### src/logic/gpio_bank_pkg.sv
// Constants for the parallel port bank: register map, field layout and reset values.
// Assumes a 32-bit classic Wishbone slave with word-aligned registers.
package gpio_bank_pkg;
  // ==========================================================================
  // Bank shape
  localparam int NUM_PORTS = 8;
  localparam int PORT_W = 8;
  localparam int TOTAL_PINS = 40;
  // Implemented pin masks per port, index 0..7 = P0,P1,P2,P4,P7,P8,P9,PB.
  localparam logic [63:0] PORT_MASKS = 64'hF0_03_03_FF_FF_FF_0F_0F;
  // Bits 0 and 1 of the first port belong to the fast oscillator.
  localparam logic [7:0] OSC_RESERVED = 8'h03;
  // ==========================================================================
  // Register map: each port has a block of 8 words; stride in bytes.
  localparam logic [7:0] PORT_STRIDE = 8'h20;
  localparam logic [4:0] OFS_OUTPUT_DATA = 5'h00;
  localparam logic [4:0] OFS_PIN_STATE = 5'h04;
  localparam logic [4:0] OFS_DIRECTION = 5'h08;
  localparam logic [4:0] OFS_FUNCTION_SELECT = 5'h0C;
  localparam logic [4:0] OFS_OUTPUT_TYPE = 5'h10;
  localparam logic [4:0] OFS_PULLUP_SELECT = 5'h14;
  localparam logic [8:0] OFS_SERIAL_PIN_SELECT = 9'h100;
  localparam logic [8:0] OFS_UART_PIN_CONFIG = 9'h104;
  // ==========================================================================
  // Serial pin select fields.
  localparam int SRF_LSB = 0;
  localparam int SRG_BIT = 2;
  localparam logic [1:0] SRF_CLOCKED = 2'h1;
  localparam logic [1:0] SRF_ALT = 2'h2;
  localparam int UART_SWAP_BIT = 0;
  // ==========================================================================
  // Reset values: all inputs, plain port, push-pull, no pull-up.
  localparam logic [7:0] RST_PORT = 8'h00;
  localparam logic [2:0] RST_SERIAL = 3'h0;
  localparam logic RST_SWAP = 1'b0;
endpackage : gpio_bank_pkg

### src/logic/gpio_bank.sv
// Parallel I/O port bank with per-pin direction, latch, function, drive type and pull-up.
// Assumes a classic Wishbone master on clk_i and pads that resolve drive and pull-up.
// Contract
// RULE1: Eight ports, forty pins, per-pin direction.
// RULE2: Output latch holds last written data.
// RULE3: Input reads are unlatched live pin levels.
// RULE4: Pins sampled during the read access; the code returns levels sampled two cycles before the answer.
// RULE5: Written data reaches pins next cycle.
// RULE6: Output mode drives the output latch bit.
// RULE7: Pin-state register returns current pin levels.
// RULE8: Direction bit zero input, one output.
// RULE9: Function bit one routes peripheral output.
// RULE10: Output-type bit selects push-pull or open-drain.
// RULE11: Pull-up in input or open-drain mode.
// RULE12: Oscillator pins of first port unusable; pin-state reads still return their levels.
// RULE13: Port P1 carries reset, interrupts, stop.
// RULE14: Port P2 serial routing by select field.
// RULE15: UART swap exchanges transmit and receive pins.
// RULE16: Port P4 feeds analog and key wakeup.
//
// The register addresses and the Wishbone slave port were decided locally.
module gpio_bank (
  // Clock, reset and enable
  input wire logic clk_i,
  input wire logic rst_i,
  input wire logic ce_i,
  // Wishbone slave
  input wire logic cyc_i,
  input wire logic stb_i,
  input wire logic we_i,
  input wire logic [31:0] adr_i,
  input wire logic [3:0] sel_i,
  input wire logic [31:0] dat_i,
  output logic [31:0] dat_o,
  output logic ack_o,
  output logic err_o,
  // Pads, port index 0..7 = P0,P1,P2,P4,P7,P8,P9,PB
  input wire logic [63:0] pin_i,
  output logic [63:0] pin_o,
  output logic [63:0] pin_oe_o,
  output logic [63:0] pin_pullup_o,
  // Secondary function outputs and enables from peripherals
  input wire logic [63:0] alt_out_i,
  input wire logic [63:0] alt_oe_i,
  // Serial peripheral signals for port P2
  input wire logic uart_txd_i,
  output logic uart_rxd_o,
  input wire logic serial_out_pin_i,
  input wire logic serial_clock_pin_i,
  input wire logic serial_clock_oe_i,
  output logic serial_in_pin_o,
  output logic serial_clock_pin_o,
  input wire logic twowire_clock_pin_i,
  input wire logic twowire_data_pin_i,
  output logic twowire_clock_pin_o,
  output logic twowire_data_pin_o,
  // Port P1 and P4 secondary inputs
  output logic ext_reset_n_o,
  output logic ext_irq_a_o,
  output logic ext_irq_b_o,
  output logic ext_irq_f_o,
  output logic stop_release_o,
  output logic [7:0] analog_in_o,
  output logic [7:0] key_wakeup_o
);

  // ==========================================================================
  // Pin synchronisers
  // Every pad level passes two flip-flops before any logic reads it.
  // A pin read therefore shows the level of two cycles before the answer.
  // Nothing is latched beyond these stages, so a read is always live.
  // Software that needs a stable value must read the port more than once.
  logic [63:0] pin_meta_q;
  logic [63:0] pin_sync_q;

  always_ff @(posedge clk_i) begin
    if (ce_i) begin
      pin_meta_q <= pin_i;
      pin_sync_q <= pin_meta_q;
    end
  end

  // ==========================================================================
  // Bus decode
  wire req = cyc_i && stb_i && !ack_o && !err_o;
  wire [2:0] port_idx = adr_i[7:5];
  wire [4:0] reg_ofs = adr_i[4:0];
  wire in_ports = (adr_i[31:8] == 24'h000000);
  wire hit_serial = (adr_i[31:0] == {23'h000000, gpio_bank_pkg::OFS_SERIAL_PIN_SELECT});
  wire hit_uart = (adr_i[31:0] == {23'h000000, gpio_bank_pkg::OFS_UART_PIN_CONFIG});
  wire hit_port;
  assign hit_port = in_ports && (reg_ofs <= gpio_bank_pkg::OFS_PULLUP_SELECT)
                    && (reg_ofs[1:0] == 2'h0);
  wire mapped = hit_port || hit_serial || hit_uart;
  wire wr_lane0 = req && we_i && sel_i[0];

  // ==========================================================================
  // Write strobes
  // One strobe per register, each fired only by an accepted lane-0 write.
  // A write with lane 0 disabled is answered but stores nothing.
  // The strobes are mutually exclusive, since each decodes a single offset.
  wire wr_port = ce_i && wr_lane0 && hit_port;
  wire wr_out_data = wr_port && (reg_ofs == gpio_bank_pkg::OFS_OUTPUT_DATA);
  wire wr_dir = wr_port && (reg_ofs == gpio_bank_pkg::OFS_DIRECTION);
  wire wr_func = wr_port && (reg_ofs == gpio_bank_pkg::OFS_FUNCTION_SELECT);
  wire wr_otype = wr_port && (reg_ofs == gpio_bank_pkg::OFS_OUTPUT_TYPE);
  wire wr_pullup = wr_port && (reg_ofs == gpio_bank_pkg::OFS_PULLUP_SELECT);
  wire wr_serial = ce_i && wr_lane0 && hit_serial;
  wire wr_uart = ce_i && wr_lane0 && hit_uart;

  // ==========================================================================
  // Port registers
  // Bits that a port does not implement are dropped on write and read as zero.
  // The output latch keeps its value in input mode, so a later switch to
  // output mode drives the last written data and not a stale pin level.
  logic [7:0] out_data_q [8];
  logic [7:0] dir_q [8];
  logic [7:0] func_q [8];
  logic [7:0] otype_q [8];
  logic [7:0] pullup_q [8];
  logic [2:0] serial_sel_q;
  logic uart_swap_q;

  wire [7:0] wmask = gpio_bank_pkg::PORT_MASKS[port_idx*8 +: 8];

  always_ff @(posedge clk_i) begin
    if (rst_i) begin
      for (int p = 0; p < 8; p++) begin
        out_data_q[p] <= gpio_bank_pkg::RST_PORT;
        dir_q[p] <= gpio_bank_pkg::RST_PORT;
        func_q[p] <= gpio_bank_pkg::RST_PORT;
        otype_q[p] <= gpio_bank_pkg::RST_PORT;
        pullup_q[p] <= gpio_bank_pkg::RST_PORT;
      end
      serial_sel_q <= gpio_bank_pkg::RST_SERIAL;
      uart_swap_q <= gpio_bank_pkg::RST_SWAP;
    end else begin
      if (wr_out_data) begin
        out_data_q[port_idx] <= dat_i[7:0] & wmask; // RULE2
      end
      if (wr_dir) begin
        dir_q[port_idx] <= dat_i[7:0] & wmask; // RULE1
      end
      if (wr_func) begin
        func_q[port_idx] <= dat_i[7:0] & wmask;
      end
      if (wr_otype) begin
        otype_q[port_idx] <= dat_i[7:0] & wmask;
      end
      if (wr_pullup) begin
        pullup_q[port_idx] <= dat_i[7:0] & wmask;
      end
      if (wr_serial) begin
        serial_sel_q <= dat_i[2:0];
      end
      if (wr_uart) begin
        uart_swap_q <= dat_i[gpio_bank_pkg::UART_SWAP_BIT];
      end
    end
  end

  // ==========================================================================
  // Read data and acknowledge. Pin state is taken from the synchronisers, not from the pads.
  // The pin-state offset has no storage behind it: writes to it are answered
  // and ignored, and reads return the synchronised pad levels.
  // Unimplemented bits are masked so that floating pads never read back.
  logic [7:0] port_rd;
  always_comb begin
    port_rd = 8'h00;
    if (reg_ofs == gpio_bank_pkg::OFS_OUTPUT_DATA) begin
      port_rd = out_data_q[port_idx];
    end else if (reg_ofs == gpio_bank_pkg::OFS_PIN_STATE) begin
      port_rd = pin_sync_q[port_idx*8 +: 8] & wmask; // RULE3 RULE4 RULE7
    end else if (reg_ofs == gpio_bank_pkg::OFS_DIRECTION) begin
      port_rd = dir_q[port_idx];
    end else if (reg_ofs == gpio_bank_pkg::OFS_FUNCTION_SELECT) begin
      port_rd = func_q[port_idx];
    end else if (reg_ofs == gpio_bank_pkg::OFS_OUTPUT_TYPE) begin
      port_rd = otype_q[port_idx];
    end else if (reg_ofs == gpio_bank_pkg::OFS_PULLUP_SELECT) begin
      port_rd = pullup_q[port_idx];
    end
  end

  // Only one of the three hits can be true, so the order below is free.
  wire [31:0] rd_word = hit_port ? {24'h000000, port_rd}
                      : hit_serial ? {29'h00000000, serial_sel_q}
                      : hit_uart ? {31'h00000000, uart_swap_q} : 32'h00000000;

  // The answer comes one cycle after the request is taken and lasts one cycle.
  // A pending answer blocks a take only in its own cycle, so a held request is taken every other cycle.
  // Read data is zero outside a read answer, which keeps the bus quiet.
  always_ff @(posedge clk_i) begin
    if (rst_i) begin
      ack_o <= 1'b0;
      err_o <= 1'b0;
      dat_o <= 32'h00000000;
    end else if (ce_i) begin
      ack_o <= req && mapped;
      err_o <= req && !mapped;
      dat_o <= (req && mapped && !we_i) ? rd_word : 32'h00000000;
    end
  end

  // ==========================================================================
  // Port P2 serial routing.
  // The UART owns the lower two pins; the swap bit exchanges transmit and
  // receive between them. The clocked serial link sits either on the upper
  // pins or on the lower three, and the two-wire bus on pins 4 and 5.
  // The two-wire lines are open drain: they are only ever driven low.
  // The group bit stops the UART and the lower serial link from driving this port.
  wire [1:0] srf = serial_sel_q[gpio_bank_pkg::SRF_LSB +: 2];
  wire on_p2 = !serial_sel_q[gpio_bank_pkg::SRG_BIT];
  wire uart_mode = !srf[1];
  wire clk_mode = (srf == gpio_bank_pkg::SRF_CLOCKED);
  wire alt_mode = (srf == gpio_bank_pkg::SRF_ALT);
  wire twowire_mode = !srf[0];
  wire [7:0] p2_pins = pin_sync_q[23:16];
  wire [1:0] tx_pin = uart_swap_q ? 2'h1 : 2'h0; // RULE15

  logic [7:0] p2_alt;
  logic [7:0] p2_alt_oe;
  always_comb begin
    p2_alt = alt_out_i[23:16];
    p2_alt_oe = alt_oe_i[23:16];
    if (on_p2 && uart_mode) begin // RULE14
      p2_alt[tx_pin] = uart_txd_i;
      p2_alt_oe[tx_pin] = 1'b1;
    end
    if (clk_mode) begin
      p2_alt[5] = serial_clock_pin_i;
      p2_alt_oe[5] = serial_clock_oe_i;
      p2_alt[3] = serial_out_pin_i;
      p2_alt_oe[3] = 1'b1;
    end else if (twowire_mode) begin
      p2_alt[5] = 1'b0;
      p2_alt_oe[5] = !twowire_clock_pin_i;
      p2_alt[4] = 1'b0;
      p2_alt_oe[4] = !twowire_data_pin_i;
    end
    if (on_p2 && alt_mode) begin
      p2_alt[2] = serial_clock_pin_i;
      p2_alt_oe[2] = serial_clock_oe_i;
      p2_alt[0] = serial_out_pin_i;
      p2_alt_oe[0] = 1'b1;
    end
  end

  assign uart_rxd_o = p2_pins[uart_swap_q ? 0 : 1];
  assign serial_in_pin_o = clk_mode ? p2_pins[4] : p2_pins[1];
  assign serial_clock_pin_o = clk_mode ? p2_pins[5] : p2_pins[2];
  assign twowire_clock_pin_o = p2_pins[5];
  assign twowire_data_pin_o = p2_pins[4];

  // ==========================================================================
  // Pad drive: one slice per port.
  // The function bit picks between the peripheral and the output latch.
  // A pin drives only in output mode; an open-drain pin drives only a low.
  // The pull-up is offered in input mode and in open-drain mode, never
  // against a push-pull driver.
  // The oscillator pins of the first port are never driven or pulled up.
  for (genvar p = 0; p < 8; p++) begin : g_port
    wire [7:0] msk = gpio_bank_pkg::PORT_MASKS[p*8 +: 8]
                     & ((p == 0) ? ~gpio_bank_pkg::OSC_RESERVED : 8'hFF); // RULE12
    wire [7:0] aval = (p == 2) ? p2_alt : alt_out_i[p*8 +: 8];
    wire [7:0] aoe = (p == 2) ? p2_alt_oe : alt_oe_i[p*8 +: 8];
    wire [7:0] val = func_q[p] & aval | ~func_q[p] & out_data_q[p]; // RULE6 RULE9
    wire [7:0] en = dir_q[p] & (func_q[p] & aoe | ~func_q[p]); // RULE8
    wire [7:0] od = otype_q[p];
    assign pin_o[p*8 +: 8] = val & ~od & msk; // RULE5 RULE10
    assign pin_oe_o[p*8 +: 8] = en & (~od | ~val) & msk; // RULE10
    assign pin_pullup_o[p*8 +: 8] = pullup_q[p] & (~dir_q[p] | od) & msk; // RULE11
  end

  // ==========================================================================
  // Port P1 and P4 secondary inputs.
  // These inputs follow the synchronised pad level whatever the direction,
  // so the peripherals behind them see the port's own drive in output mode.
  assign ext_reset_n_o = pin_sync_q[8]; // RULE13
  assign stop_release_o = pin_sync_q[9];
  assign ext_irq_f_o = pin_sync_q[9];
  assign ext_irq_a_o = pin_sync_q[10];
  assign ext_irq_b_o = pin_sync_q[11];
  assign analog_in_o = pin_sync_q[31:24]; // RULE16
  assign key_wakeup_o = pin_sync_q[31:24];

endmodule : gpio_bank

### config.mk
export PLATFORM = sky130hd
export DESIGN_NAME = gpio_bank
export DESIGN_NICKNAME = d
export VERILOG_FILES = /design/src/logic/gpio_bank_pkg.sv /design/src/logic/gpio_bank.sv
export SDC_FILE = /design/constraint.sdc
export NUM_CORES = 1
export LEC_CHECK = 0
export ABC_AREA = 0
export BUFFER_PORTS_ARGS = -buffer_cell sky130_fd_sc_hd__buf_2
export CORE_MARGIN = 2
export CORE_UTILIZATION = 35
export DETAILED_ROUTE_END_ITERATION = 12
export GPL_TIMING_DRIVEN = 0
export PLACE_DENSITY_LB_ADDON = 0.08
export SYNTH_ARGS = -nofsm -noshare
export SYNTH_HDL_FRONTEND = slang
export SYNTH_SLANG_ARGS = --single-unit
### constraint.sdc
create_clock -name clk_i -period 4 [get_ports clk_i]
set_input_delay 0.8 -clock clk_i [delete_from_list [all_inputs] [get_ports clk_i]]
set_output_delay 0.8 -clock clk_i [all_outputs]
set_load 0.05 [all_outputs]
==> results of run 1 <==
==> layer usage <==
metal	global-route usage	part of all wire	vias up
met5	0	0.00050	-
met4	0.143	0.047	8
met3	0.0880	0.10	231
met2	0.557	0.45	1155
met1	0.473	0.39	9180
li1	-	-	7616
==> layout make-up <==
class,instances,area share
Antenna cell,1,0.0000932
Sequential cell,446,0.494
Clock inverter,32,0.0139
Buffer,218,0.0492
Clock buffer,64,0.0517
Timing Repair Buffer,358,0.0718
Multi-Input combinational cell,1249,0.274
Inverter,69,0.00964
Tap cell,782,0.0364
==> kinds of logic after synthesis <==
| family | Yosys count | synth area share |
|---|---|---|
| buffers and inverters | 294 | 0.0736 |
| adder cells (fa/ha/maj) | 2 | 0.00116 |
| AO/OA/AOI/OAI | 383 | 0.119 |
| other | 1 | 0.000174 |
| flip-flops | 446 | 0.615 |
| multiplexers | 123 | 0.0685 |
| AND/OR/NAND/NOR | 599 | 0.122 |
==> report_power, final <==
part	total (W)	internal, W	switching, W
logic	0.00170	0.000438	0.00126
clock network	0.00502	0.00293	0.00209
registers	0.00557	0.00537	0.000199
total	0.0123	0.00873	0.00356
==> worst max-delay path by stage <==
stage	to	slack (ns)	cells past startpoint
after floorplan	dir_q[5][0]	0.55	8
after global placement	dir_q[0][1]	-4.39	7
after detailed placement	dir_q[3][6]	-1.62	8
after CTS	func_q[4][7]	0.005	10
after global routing	dir_q[4][2]	0.006	10
final	dat_o[2]	-0.17	11
==> metrics by stage <==
stage                      util  cells  total power, W  setup TNS, ns
final                     0.443   3219          0.0123         -0.971
after global routing      0.443   3218          0.0125              0
after CTS                 0.443   3218          0.0122              0
after detailed placement  0.412   3128         0.00730        -506.31
after global placement    0.408   3104         0.00728       -1365.09
after floorplan               -   1989         0.00654              0
==> sequential cells by signal, indices dropped and copies added, names as in the netlist <==
signal / count
serial_sel_q: 3
pin_meta_q: 56
otype_q: 64
pin_sync_q: 56
uart_swap_q: 1
dir_q: 64
func_q: 64
dat_o: 8
pullup_q: 64
out_data_q: 64
ack_o: 1
err_o: 1
==> cells in the final DEF, fill, tap and decap left out, types with 8 or more instances in the layout <==
master      Yosys  layout
edfxtp_1      432     432
buf_2          23     356
nor2_1        336     335
conb_1          1     142
buf_4         120     134
nand2_1       121     121
clkbuf_1       77      74
inv_1          69      69
a21oi_1        67      67
mux2_2         55      55
mux2i_1        54      54
clkbuf_16       0      53
o21ai_0        81      52
a21boi_0       40      40
o22ai_1        39      38
and2_1         37      35
a221oi_1       27      27
o221ai_1       24      24
a22oi_1        18      18
nor2b_1        19      17
o21ai_1         0      17
nor3_1         14      14
mux4_2         14      14
dfxtp_1        14      14
nand2b_1       12      12
a31oi_1        12      12
a21o_1         11      11
and3_1         11       9
clkinvlp_4      0       8
buf_6           0       8
==> what timing repair did <==
action / in CTS / in global routing
pin swaps: 1 / 0
cloned: 0 / 0
endpoints found under the setup margin: 401 / 162
buffers inserted: 1 / 0
resized for setup: 36 / 10
==> run_results.csv, run 1 <==
group,metric,value,unit
outcome,outcome,"finished with violations",
outcome,violations,"max-capacitance violations, max-slew violations, negative setup slack",
worst_hold_path,worstHoldEndpoint,"pin_meta_q[40]",
setup_path,cp_common_cell,"buf_2",
yosys,yosysUniqueCellTypes,66,
cells_and_area,n_fill_cell,5763,
yosys,yosysWarningCount,0,
cells_and_area,drive_above_1_share,0.284,
yosys,synth_common_cells,"edfxtp_1, nor2_1, nand2_1",
cts,cts_sinks,446,
timing,fin_worst_skew,0.0355,ns
place,hpwl,88600,um
worst_hold_path,hold_class,"input pin to flop",
cells_and_area,seqCellArea,13300,um^2
worst_hold_path,min_delay_path_depth,1,
timing,setup_slack,-0.167,ns
cells_and_area,multi_input_area,7350,um^2
setup_path,rr_worst_depth,9,
setup_path,crit_path_start_kind,"input pin",
yosys,yosysTopAreaCell,"edfxtp_1",
route,wl_per_cell,35.8,um
timing,finalSetupViolations,19,
yosys,synth_most_common_cell,"edfxtp_1",
setup_path,cp-end-kind,"flop",
flow_run,max_cap_violations,2,
power_and_ir_drop,power_density,458,nW/um^2
timing,hold_viol,0,
power_and_ir_drop,leakage,10.4,nW
timing,rsz0062_at_grt,"false",
setup_path,path_buf_inv,5,
timing,drv_slew,7,
setup_path,max_stage_delay,0.83,ns
timing,fin_crit_sh,1.04,
yosys,yosysSeqAreaShare,0.615,
route,antenna_left,0,
yosys,synth_edf_count,432,
yosys,synth_top_area_frac,0.602,
route,drt_iter0_drc,2493,
setup_path,cp_max_fo,10,
route,routed_wl,115000,um
route,num_vias,18200,
cts,cts-root-buf,"clkbuf_16",
yosys,synthArstFlopShare,0,
route,avgViaCountPerCell,5.65,
place,postPlaceCellArea,25000,um^2
cells_and_area,nets,2668,
global_route,track_usage,0.355,
timing,worst_slew_pin_slew,1.51,ns
timing,min_period,4.17,ns
worst_hold_path,hold_start,"pin_i[40]",
yosys,avgSynthCellArea,11.7,um^2
setup_path,arrival,4.63,ns
setup_path,crit_slowest_cell,"mux2i_1",
cts,cts-buffers-inserted,52,
setup_path,crit_required,4.46,ns
yosys,ys_ff_latch,446,
cts,clk_pin_slew_worst_paths,0.06,ns
yosys,postSynthCellCount,1848,
cts,cts_max_level,2,
global_route,grt_max_degree,74,
place,gp_congestion,1.01,
setup_path,r2r-end,"otype_q[4][1]",
cells_and_area,design_area,26900,um^2
global_route,grt_pass1_wl,150000,um
route,drc,0,
place,pre_cts_ws,-1.62,ns
timing,hold_ws,0.349,ns
setup_path,path_cells,"buf_2 > buf_2 > buf_2 > buf_2 > buf_2 > mux2i_1 > a22oi_1 > nor2_1 > o22ai_1 > o211ai_1 > a31oi_1",
cts,cts_tree,"yes",
cts,ctsHoldBuffers,0,
floorplanning,pin_count,524,
cells_and_area,syn2layout_area_growth,24.7,%
floorplanning,initial_utilization,0.355,
yosys,netlist_area,21500,um^2
floorplanning,die_area,63500,um^2
timing,fmaxAchievable,0.240,GHz
route,firstDrtPassIters,5,
global_route,first_global_vias,17000,
global_route,grt_overflow_total,0,
setup_path,criticalPathCategory,"input pin to flop",
floorplanning,core-area,60600,um^2
setup_path,reg2reg_slack,0.75,ns
cts,clk_latency,0.63,ns
power_and_ir_drop,peakVddDrop,0.331,mV
yosys,synth.area.top_cells,"edfxtp_1, nor2_1, buf_4",
global_route,antenna_found_initial,6,
yosys,synth_flop_cell,"edfxtp_1",
floorplanning,die_width,252,um
floorplanning,num_rows,90,
setup_path,r2r-start,"err_o",
setup_path,startpoint,"adr_i[7]",
place,io_buffers,333,
floorplanning,die_h,252,um
timing,relSlewSlack,-0.0141,
setup_path,crit_family,"buffers and inverters",
cts,cts_buffer_depth,3,
No activity file was read; power rests on OpenSTA's default activity.
==> run 2: changes to the inputs <==
--- a/config.mk
+++ b/config.mk
@@ -11,7 +11,6 @@
 export CORE_UTILIZATION = 35
 export DETAILED_ROUTE_END_ITERATION = 12
 export GPL_TIMING_DRIVEN = 0
-export PLACE_DENSITY_LB_ADDON = 0.08
 export SYNTH_ARGS = -nofsm -noshare
 export SYNTH_HDL_FRONTEND = slang
 export SYNTH_SLANG_ARGS = --single-unit
==> run 2 against run 1 <==
  * Power shrank 2.9%
  * Highest routed layer unchanged
  * The flow still finishes with violations (max-capacitance violations, max-slew violations, negative setup slack)
  * Largest power group unchanged
  * Register-to-register slack lost 0.34 ns
  * Wire length grew 2.7%
  * Sequential power is essentially flat
==> run_results.csv, run 2 (synthesized netlist as in run 1, its figures left out) <==
group,metric,value,unit
outcome,outcome,"finished with violations",
outcome,violations,"max-capacitance violations, max-slew violations, negative setup slack",
setup_path,path_cells,"buf_2 > buf_2 > buf_2 > buf_2 > buf_4 > nand2_1 > o22ai_1 > o41ai_1 > o311ai_1 > a21oi_1",
timing,hold_viol,0,
cts,cts-buffers-inserted,50,
power_and_ir_drop,power_density,447,nW/um^2
setup_path,cp_max_fo,10,
route,drt_iter0_drc,2426,
power_and_ir_drop,peakVddDrop,0.279,mV
setup_path,crit_required,4.48,ns
route,drc,0,
route,firstDrtPassIters,6,
global_route,grt_pass1_wl,153000,um
place,io_buffers,333,
power_and_ir_drop,total_power,0.0119,W
route,num_vias,18500,
route,wl_per_cell,36.8,um
setup_path,cp-end-kind,"flop",
timing,fin_worst_skew,0.0189,ns
global_route,track_usage,0.365,
cells_and_area,nets,2664,
setup_path,crit_path_start_kind,"input pin",
route,antenna_left,0,
floorplanning,core-area,60600,um^2
timing,drv_slew,18,
cells_and_area,final_common_cell,"edfxtp_1",
timing,fmaxAchievable,0.238,GHz
global_route,grt_overflow_total,0,
cts,clk_pin_slew_worst_paths,0.06,ns
timing,relSlewSlack,-0.0168,
timing,rsz0062_at_grt,"false",
cts,ctsHoldBuffers,0,
cts,cts_buffer_depth,3,
cells_and_area,final_cell_mix,"edfxtp_1, buf_2, nor2_1",
floorplanning,num_rows,90,
cts,cts_sinks,446,
floorplanning,die_area,63500,um^2
route,routed_wl,118000,um
cells_and_area,syn2layout_area_growth,24.0,%
timing,fin_crit_sh,1.05,
timing,finalSetupViolations,26,
floorplanning,die_width,252,um
cts,cts_tree,"yes",
setup_path,cp_common_cell,"buf_2",
flow_run,max_cap_violations,3,
global_route,antenna_found_initial,10,
cells_and_area,n_fill_cell,5832,
timing,hold_ws,0.357,ns
global_route,first_global_vias,17300,
route,avgViaCountPerCell,5.76,
floorplanning,die_h,252,um
timing,min_period,4.20,ns
floorplanning,initial_utilization,0.355,
place,gp_congestion,1.03,
cts,clk_latency,0.62,ns
place,hpwl,90900,um
global_route,grt_max_degree,65,
setup_path,crit_slowest_cell,"o311ai_1",
power_and_ir_drop,leakage,10.3,nW
cts,cts-root-buf,"clkbuf_16",
timing,worst_slew_pin_slew,1.53,ns
timing,setup_slack,-0.205,ns
setup_path,arrival,4.68,ns
setup_path,criticalPathCategory,"input pin to flop",
floorplanning,pin_count,524,
cells_and_area,drive_above_1_share,0.281,
setup_path,max_stage_delay,0.73,ns
cts,cts_max_level,2,
worst_hold_path,hold_class,"input pin to flop",
==> run 2: cell types whose count changed in the layout (fill, tap and decap cells not counted), moves of 4 or more <==
cell        previous run  this run
clkinv_1               7        11
clkinvlp_4             8         4
diode_2                1         7
o21ai_2                7        12
==> run 2: final timing paths <==
check | from | end | slack (ns) | cells after the start
min reg2reg | pin_meta_q[50] | pin_sync_q[50] | 0.41 | 0
max | adr_i[7] | dat_o[1] | -0.20 | 10
min | pin_i[24] | pin_meta_q[24] | 0.36 | 1
max reg2reg | err_o | otype_q[6][1] | 0.41 | 8
==> run 2: per-stage QoR <==
| step | setup WS (ns) | area, um^2 | std cells | setup TNS [ns] | utilization |
|---|---|---|---|---|---|
| finish | -0.205 | 26700 | 3217 | -0.681 | 0.441 |
| global route | 0.0111 | 26700 | 3210 | 0 | 0.440 |
| CTS | 0.0546 | 26700 | 3210 | 0 | 0.440 |
| detailed placement | -1.62 | 25000 | 3124 | -505.08 | 0.412 |
| global placement | -3.78 | 24700 | 3104 | -1249.48 | 0.408 |
| floorplan | 0.547 | 22100 | 1989 | 0 | - |
==> run 2: worst max-delay path, delay by kind of cell <==
kind	cells	cell delay [ns]
AO/OA/AOI/OAI	4	1.66
buffers and inverters	5	1.81
AND/OR/NAND/NOR	1	0.38
==> run 2: what timing repair did <==
item	4_1_cts	5_1_grt
endpoints found under the hold margin	0	0
resized for setup	38	2
setup buffers	2	0
pin swaps	2	0
setup endpoints to repair	351	6
==> run 2: report_power, final <==
part / internal, W / switching [W]
Clock: 0.00262 / 0.00202
Combinational: 0.000440 / 0.00129
Sequential: 0.00537 / 0.000192
==> run 2: layout make-up <==
cell class,instances,area (um^2),share of cell area
Sequential cell,446,13300,0.496
Multi-Input combinational cell,1249,7330,0.275
Timing Repair Buffer,355,1940,0.0726
Buffer,219,1330,0.0497
Clock buffer,58,1280,0.0480
Tap cell,782,978,0.0366
Clock inverter,32,312,0.0117
Inverter,69,259,0.00970
Antenna cell,7,17.5,0.000656
==> run 2: per-layer routing <==
layer,GRT usage,vias to the layer above,part of all wire
met2,0.569,1275,0.45
met5,0,-,0.00010
met4,0.192,2,0.061
met3,0.0853,281,0.097
met1,0.473,9381,0.39
li1,-,7607,-
